--- src/core/sipo_pkg.sv ---
// Constants shared by the serial-in parallel-out shift register
// How it works
// - Eight stages are held and each one drives its own parallel output bit at all times.
// - Each serial input acts as an active-high gate on the other, so a low on either enters a zero.
// - On a shift the first stage loads the AND of both serial inputs as they stood before the edge.
// - On each rising shift clock every stage after the first takes its neighbour's old value and the last bit drops out.
// - A low clear empties all eight stages at once, without a clock, and holds every output low.
package sipo_pkg;

  localparam int unsigned STAGE_COUNT = 8;

  typedef logic [STAGE_COUNT-1:0] sipo_stage_t;

  localparam sipo_stage_t STAGE_RST      = 8'h00;
  localparam logic        SHCLK_PREV_RST = 1'h1;
  localparam logic        ENTRY_RST      = 1'h0;

  // Shifts counted since the last clear, saturating once every stage has been filled
  typedef logic [3:0] sipo_fill_t;

  localparam sipo_fill_t FILL_RST  = 4'h0;
  localparam sipo_fill_t FILL_FULL = 4'h8;

endpackage

--- src/core/sipo_entry_if.sv ---
// Carrier for the shift strobe and entry bit between entry logic and stages
`timescale 1ns/10ps
interface sipo_entry_if;
  logic shift_en;
  logic entry_bit;

  modport src (output shift_en, output entry_bit);
  modport dst (input  shift_en, input  entry_bit);
endinterface

--- src/core/sipo_entry.sv ---
// Shift clock edge detection and gated serial entry
`timescale 1ns/10ps
module sipo_entry
  import sipo_pkg::*;
(
  input  wire logic   clk_i,
  input  wire logic   clr_n_i,
  input  wire logic   serial_in_a_i,
  input  wire logic   serial_in_b_i,
  input  wire logic   shift_clock_i,
  sipo_entry_if.src   ent
);

  logic shclk_prev_q;
  logic entry_q;

  // Reset high so a shift clock already high at clear release is no edge
  always_ff @(posedge clk_i or negedge clr_n_i)
  begin
    if (!clr_n_i)
      shclk_prev_q <= SHCLK_PREV_RST;
    else
      shclk_prev_q <= shift_clock_i;
  end

  // Entry is taken one cycle before the edge is seen, like a setup window
  always_ff @(posedge clk_i or negedge clr_n_i)
  begin
    if (!clr_n_i)
      entry_q <= ENTRY_RST;
    else
      entry_q <= serial_in_a_i & serial_in_b_i;
  end

  assign ent.shift_en  = shift_clock_i & ~shclk_prev_q;
  assign ent.entry_bit = entry_q;

endmodule // sipo_entry

--- src/core/sipo_shift_reg.sv ---
// Eight-stage serial-in parallel-out shift register, top level
`timescale 1ns/10ps
module sipo_shift_reg
  import sipo_pkg::*;
(
  input  wire logic                   CORE_CLK_I,
  input  wire logic                   RST_N_I,
  input  wire logic                   SERIAL_IN_A_I,
  input  wire logic                   SERIAL_IN_B_I,
  input  wire logic                   SHIFT_CLOCK_I,
  input  wire logic                   CLEAR_N_I,
  output logic [STAGE_COUNT-1:0]      STAGE_OUTPUTS_O
);

  sipo_entry_if ent ();

  logic        clr_n;
  sipo_stage_t stage_q;
  sipo_stage_t stage_d;

  // Pin clear and system reset share the asynchronous path
  assign clr_n = RST_N_I & CLEAR_N_I;

  sipo_entry u_entry (
    .clk_i         (CORE_CLK_I),
    .clr_n_i       (clr_n),
    .serial_in_a_i (SERIAL_IN_A_I),
    .serial_in_b_i (SERIAL_IN_B_I),
    .shift_clock_i (SHIFT_CLOCK_I),
    .ent           (ent.src)
  );

  // One shift step: new bit into the first stage, the last stage falls off the end
  function automatic sipo_stage_t sipo_shift_in(sipo_stage_t pattern, logic new_bit);
    return {pattern[STAGE_COUNT-2:0], new_bit};
  endfunction

  assign stage_d = sipo_shift_in(stage_q, ent.entry_bit);

  always_ff @(posedge CORE_CLK_I or negedge clr_n)
  begin
    if (!clr_n)
      stage_q <= STAGE_RST;
    else if (ent.shift_en)
      stage_q <= stage_d;
  end

  // Last stage is the cascade point for a longer chain
  assign STAGE_OUTPUTS_O = stage_q;

  AST_SHIFT_MOVES: assert property (
    @(posedge CORE_CLK_I) disable iff (!clr_n)
    ent.shift_en |=> stage_q[STAGE_COUNT-1:1] == $past(stage_q[STAGE_COUNT-2:0]))
    else $error("Stages did not move one place on a shift");

  AST_FIRST_STAGE_AND: assert property (
    @(posedge CORE_CLK_I) disable iff (!clr_n)
    (SERIAL_IN_A_I && SERIAL_IN_B_I && !ent.shift_en) ##1 ent.shift_en
      |=> STAGE_OUTPUTS_O[0])
    else $error("First stage missed a high entry");

  AST_GATE_BLOCKS: assert property (
    @(posedge CORE_CLK_I) disable iff (!clr_n)
    (!(SERIAL_IN_A_I && SERIAL_IN_B_I) && !ent.shift_en) ##1 ent.shift_en
      |=> !STAGE_OUTPUTS_O[0])
    else $error("Gated entry let a one through");

  AST_HOLD_NO_EDGE: assert property (
    @(posedge CORE_CLK_I) disable iff (!clr_n)
    !ent.shift_en |=> $stable(STAGE_OUTPUTS_O))
    else $error("Outputs changed without a shift edge");

  AST_EDGE_ONLY_RISE: assert property (
    @(posedge CORE_CLK_I) disable iff (!clr_n)
    (SHIFT_CLOCK_I && ent.shift_en) |=> (SHIFT_CLOCK_I |-> !ent.shift_en))
    else $error("High shift clock shifted twice");

  AST_CLEAR_LOW: assert property (
    @(posedge CORE_CLK_I) disable iff (!RST_N_I)
    !CLEAR_N_I |-> STAGE_OUTPUTS_O == STAGE_RST)
    else $error("Outputs not low during clear");

  // Checker-only count of shifts since clear; stages not yet reached must still be zero
  sipo_fill_t fill_q;

  always_ff @(posedge CORE_CLK_I or negedge clr_n)
  begin
    if (!clr_n)
      fill_q <= FILL_RST;
    else if (ent.shift_en && (fill_q != FILL_FULL))
      fill_q <= fill_q + 4'h1;
  end

  AST_FILL_FROM_ZERO: assert property (
    @(posedge CORE_CLK_I) disable iff (!clr_n)
    (fill_q != FILL_FULL) |-> (STAGE_OUTPUTS_O >> fill_q) == STAGE_RST)
    else $error("A stage not yet reached after clear is not zero");

  AST_FILL_STEPS: assert property (
    @(posedge CORE_CLK_I) disable iff (!clr_n)
    (ent.shift_en && (fill_q != FILL_FULL)) |=> fill_q == $past(fill_q) + 4'h1)
    else $error("Fill count missed a shift");

  AST_FILL_HOLDS: assert property (
    @(posedge CORE_CLK_I) disable iff (!clr_n)
    !ent.shift_en |=> $stable(fill_q))
    else $error("Fill count moved without a shift");

  AST_FULL_SATURATES: assert property (
    @(posedge CORE_CLK_I) disable iff (!clr_n)
    (fill_q == FILL_FULL) |=> fill_q == FILL_FULL)
    else $error("Fill count left the full state");

  AST_CLEAR_FILL: assert property (
    @(posedge CORE_CLK_I) disable iff (!clr_n)
    $rose(clr_n) |-> fill_q == FILL_RST)
    else $error("Fill count not empty after clear");

  // Entry path checks against the pins and the entry bit
  AST_ENTRY_HIGH: assert property (
    @(posedge CORE_CLK_I) disable iff (!clr_n)
    (SERIAL_IN_A_I && SERIAL_IN_B_I) |=> ent.entry_bit)
    else $error("Entry bit low although both serial inputs were high");

  AST_ENTRY_LOW_GATE: assert property (
    @(posedge CORE_CLK_I) disable iff (!clr_n)
    !(SERIAL_IN_A_I && SERIAL_IN_B_I) |=> !ent.entry_bit)
    else $error("Entry bit high although a serial input was low");

  AST_ENTRY_A_GATES: assert property (
    @(posedge CORE_CLK_I) disable iff (!clr_n)
    !SERIAL_IN_A_I |=> !ent.entry_bit)
    else $error("Low input A did not block entry");

  AST_ENTRY_B_GATES: assert property (
    @(posedge CORE_CLK_I) disable iff (!clr_n)
    !SERIAL_IN_B_I |=> !ent.entry_bit)
    else $error("Low input B did not block entry");

  AST_BIT0_FOLLOWS_ENTRY: assert property (
    @(posedge CORE_CLK_I) disable iff (!clr_n)
    ent.shift_en |=> STAGE_OUTPUTS_O[0] == $past(ent.entry_bit))
    else $error("First stage did not take the entry bit");

  AST_NEXT_PATTERN: assert property (
    @(posedge CORE_CLK_I) disable iff (!clr_n)
    ent.shift_en
      |=> STAGE_OUTPUTS_O == sipo_shift_in($past(STAGE_OUTPUTS_O), $past(ent.entry_bit)))
    else $error("Pattern after a shift is wrong");

  // Edge detection checks against the shift clock pin
  AST_EDGE_NEEDS_LOW: assert property (
    @(posedge CORE_CLK_I) disable iff (!clr_n)
    ent.shift_en |-> (SHIFT_CLOCK_I && !$past(SHIFT_CLOCK_I)))
    else $error("Shift without a low to high shift clock");

  AST_RISE_SHIFTS: assert property (
    @(posedge CORE_CLK_I) disable iff (!clr_n)
    (!SHIFT_CLOCK_I ##1 SHIFT_CLOCK_I) |-> ent.shift_en)
    else $error("Rising shift clock gave no shift");

  AST_LOW_CLOCK_NO_SHIFT: assert property (
    @(posedge CORE_CLK_I) disable iff (!clr_n)
    !SHIFT_CLOCK_I |-> !ent.shift_en)
    else $error("Shift while the shift clock was low");

  AST_SHIFT_SPACING: assert property (
    @(posedge CORE_CLK_I) disable iff (!clr_n)
    ent.shift_en |=> !ent.shift_en)
    else $error("Two shifts on neighbouring cycles");

  AST_HIGH_CLOCK_HOLDS: assert property (
    @(posedge CORE_CLK_I) disable iff (!clr_n)
    (SHIFT_CLOCK_I && $past(SHIFT_CLOCK_I)) |=> $stable(STAGE_OUTPUTS_O))
    else $error("Outputs moved while the shift clock stayed high");

  // Clear and reset checks
  AST_RESET_LOW: assert property (
    @(posedge CORE_CLK_I)
    !RST_N_I |-> STAGE_OUTPUTS_O == STAGE_RST)
    else $error("Outputs not low during reset");

  AST_NO_SHIFT_IN_CLEAR: assert property (
    @(posedge CORE_CLK_I) disable iff (!RST_N_I)
    !CLEAR_N_I |=> STAGE_OUTPUTS_O == STAGE_RST)
    else $error("Outputs left zero right after clear");

  AST_NO_SHIFT_AT_RELEASE: assert property (
    @(posedge CORE_CLK_I) disable iff (!clr_n)
    $rose(clr_n) |-> (!ent.shift_en && !ent.entry_bit))
    else $error("Shift or entry left over at clear release");

  // Each stage after the first takes its neighbour's old bit
  for (genvar i = 1; i < STAGE_COUNT; i++)
  begin : g_stage_step
    AST_STAGE_STEP: assert property (
      @(posedge CORE_CLK_I) disable iff (!clr_n)
      ent.shift_en |=> STAGE_OUTPUTS_O[i] == $past(STAGE_OUTPUTS_O[i-1]))
      else $error("A stage missed its neighbour's bit");
  end

endmodule // sipo_shift_reg

--- config.mk ---
export PLATFORM = sky130hd
export DESIGN_NAME = sipo_shift_reg
export DESIGN_NICKNAME = d
export VERILOG_FILES = /design/src/core/sipo_pkg.sv /design/src/core/sipo_entry_if.sv /design/src/core/sipo_entry.sv /design/src/core/sipo_shift_reg.sv
export SDC_FILE = /design/constraint.sdc
export NUM_CORES = 1
export LEC_CHECK = 0
export CORE_AREA = 2 2 45 47
export DETAILED_ROUTE_END_ITERATION = 7
export DIE_AREA = 0 0 47 49
export DONT_BUFFER_PORTS = 1
export PLACE_DENSITY = 0.39
export RECOVER_POWER = 100
export SLEW_MARGIN = 20
export SYNTH_ARGS = -nofsm -noshare
export SYNTH_HDL_FRONTEND = slang
export SYNTH_HIERARCHICAL = 1
export SYNTH_SLANG_ARGS = --single-unit
--- constraint.sdc ---
create_clock -name CORE_CLK_I -period 1.08 [get_ports CORE_CLK_I]
set_clock_uncertainty 0.05 [all_clocks]
set_input_delay 0 -clock CORE_CLK_I [delete_from_list [all_inputs] [get_ports CORE_CLK_I]]
set_output_delay 0 -clock CORE_CLK_I [all_outputs]
set_load 0.02 [all_outputs]
==> flow_summary.ini <==
[status]
run_status = complete, but fails checks
violations = setup timing

[power]
p_int_mw = 0.8793
swShare = 0.3193
p_seq_frac = 0.432
power_per_cell_area_mw_per_mm2 = 2274
power_frac_comb = 0.307
p_sw_mw = 0.4125
p_leak_nw = 0.2587
clkPwrFrac = 0.260
irDropWorstVdd_v = 0.0008157

[sta]
setup_viol = 8
hold_viol_final = 0
period_share = 1.083
tns_ns = -0.6762
worst_pin_slew_ns = 0.6278
setup_ws_ns = -0.08999
rsz0062_at_grt = yes
slew_headroom = 0.5812
drv_slew = 0
min_period_ns = 1.170
clock.fmax_ghz = 0.8547

[detailed_routing]
drt-wirelength-per-cell_microns = 10.08
first_iter_violations = 1
vias_per_cell = 3.561
via_count = 235
route.detailed.drc = 0
final_antenna_net_count = 0
wirelength_microns = 665
firstDrtPassIters = 2

[critical_path]
arrival_ns = 1.27
rrSetupSlack_ns = -0.09
slowest_stage = dfstp_2
worst_r2r_endpoint = STAGE_OUTPUTS_O[6]
path_class = reg2reg
critPathRequiredTime_ns = 1.18
reg2reg_depth = 3
path_delay_family = flip-flops
slowest_delay_ns = 0.54
r2r-start = u_entry/shclk_prev_q
critPathLaunchType = register
path_buf_inv = 1
path_cells = nor2b_4, buf_12, mux2_4
crit_path_max_fanout = 8
cp-end-kind = register

[floorplan]
start_util = 0.2221
ioPinCount = 14
row_count = 16
coreArea_sq_mm = 0.001842
die_area_sq_mm = 0.002303
die_w_microns = 47
die_h_microns = 49

[logic_synthesis]
synth_area_sq_um = 409.1
synthTopCellsByCount = dfrtp_1, mux2_4, and2_1
yosys_register_bits = 10
ys.flop_type = dfrtp_1
synth.avg_cell_area_sq_um = 18.60
synthCells = 22
synth_most_common_cell = dfrtp_1
ys_top_cells_by_area = dfrtp_1, mux2_4, dfstp_2, nor2b_4, and2_1
yosysWarnings = 6
synth_cell_types = 6
synth_nets = 28
yosys.area.top_type = dfrtp_1
ys_async_sr_fraction = 1.000
post-synth-top-area-fraction = 0.5505
yosysSeqAreaShare = 0.6147
synth-edff-count = 0

[finish]
antenna_cells = 0
syn_to_final_growth_pct = 38.84
multi_input_area_sq_um = 146.4
drive_gt1_frac = 0.3846
design_area_sq_um = 568.0
fin_nets = 46
fin_cells = 66
fillers = 200
seqCellArea_sq_um = 251.5

[grt]
grt_pass1_wl_microns = 1173
track_usage = 0.07527
grt_max_degree = 11
gr-total-overflow = 0
grt_pass1_vias = 262
antenna_found_initial = 0

[job]
maxCapViolCount = 0

[place]
portBuffers = 0
placed_cell_area_sq_um = 491.7
place_ws_ns = -0.08312
dp.cells = 56
gp_congestion = 0.6397

[cts]
clock_sinks = 10
path_clk_slew_ns = 0.07
clockBufferDepth = 2
root_buffer = clkbuf_4
clk-insertion-delay-late_ns = 0.26
cts_buffers = 3
cts-resized-gates = 0
htreeDepth = 1
cts_tree = built

[hold_path]
min_from = SHIFT_CLOCK_I
hp-class = in2reg
hold_end = STAGE_OUTPUTS_O[7]
min_path_cells = 3
flip-flops by register name, indices dropped and copies added (netlist names):
signal	flops
STAGE_OUTPUTS_O	8
u_entry/ent.entry_bit	1
u_entry/shclk_prev_q	1
layout make-up:
class / instances / area share
clock buffer: 4 / 0.06388
timing repair buffer: 14 / 0.1762
tap: 27 / 0.05947
sequential: 10 / 0.4427
multi-input combinational: 11 / 0.2577
worst reg2reg max path, cell delays in order (launching register included):
cell and delay, ns:
dfstp_2 0.54, nor2b_4 0.04, buf_12 0.13, mux2_4 0.29
metal layers:
metal | up-vias | global-route usage | part of all wire | routed length [microns]
li1 | 109 | - | - | -
met5 | - | 0 | 0 | 0
met1 | 116 | 0.09862 | 0.45 | 296
met2 | 10 | 0.1005 | 0.48 | 317
met3 | 0 | 0.03333 | 0.077 | 51
met4 | 0 | 0.04167 | 0 | 0
kinds of logic after synthesis:
kind of cell | after synthesis | synth area share
multiplexers | 8 | 0.2936
AND/OR/NAND/NOR | 3 | 0.06421
flip-flops | 10 | 0.6147
buffers and inverters | 1 | 0.02752
how the worst max path moves through the flow:
stage / startpoint / to / cells after the start
2_1_floorplan: u_entry/shclk_prev_q / STAGE_OUTPUTS_O[0] / 3
3_3_place_gp: u_entry/shclk_prev_q / STAGE_OUTPUTS_O[0] / 2
3_5_place_dp: u_entry/shclk_prev_q / STAGE_OUTPUTS_O[0] / 2
4_1_cts: u_entry/shclk_prev_q / STAGE_OUTPUTS_O[2] / 2
5_1_grt: u_entry/shclk_prev_q / STAGE_OUTPUTS_O[6] / 3
6_report: u_entry/shclk_prev_q / STAGE_OUTPUTS_O[6] / 3
power groups by stage:
stage,sequential (mW),combinational (mW),clock (mW)
final,0.558,0.397,0.337
after global routing,0.578,0.416,0.378
after CTS,0.566,0.476,0.349
after detailed placement,0.573,0.461,0
after global placement,0.566,0.463,0
after floorplan,0.678,0.169,0
through the flow:
step,power (mW),util,hold WS (ns)
after floorplan,0.8472,-,-0.1276
after global placement,1.029,0.2670,-0.07080
after detailed placement,1.034,0.2670,-0.06578
after CTS,1.391,0.3139,0.06227
after global routing,1.373,0.3084,0.1231
final,1.292,0.3084,0.1339
timing repair:
item                                    in CTS  in global routing
endpoints found under the hold margin       12                  0
buffers inserted                             0                  1
hold buffers                                 5                  0
pin swaps                                    0                  0
endpoints found under the setup margin       8                  8
layout by cell type, fill, tap and decap left out:
cell type / count
and2_0: 2
buf_12: 1
clkbuf_1: 8
clkbuf_4: 3
clkbuf_8: 1
dfrtp_1: 9
dfstp_2: 1
dlygate4sd3_1: 5
mux2_4: 8
nor2b_4: 1
Note: power is estimated with default switching activity, not from simulation.
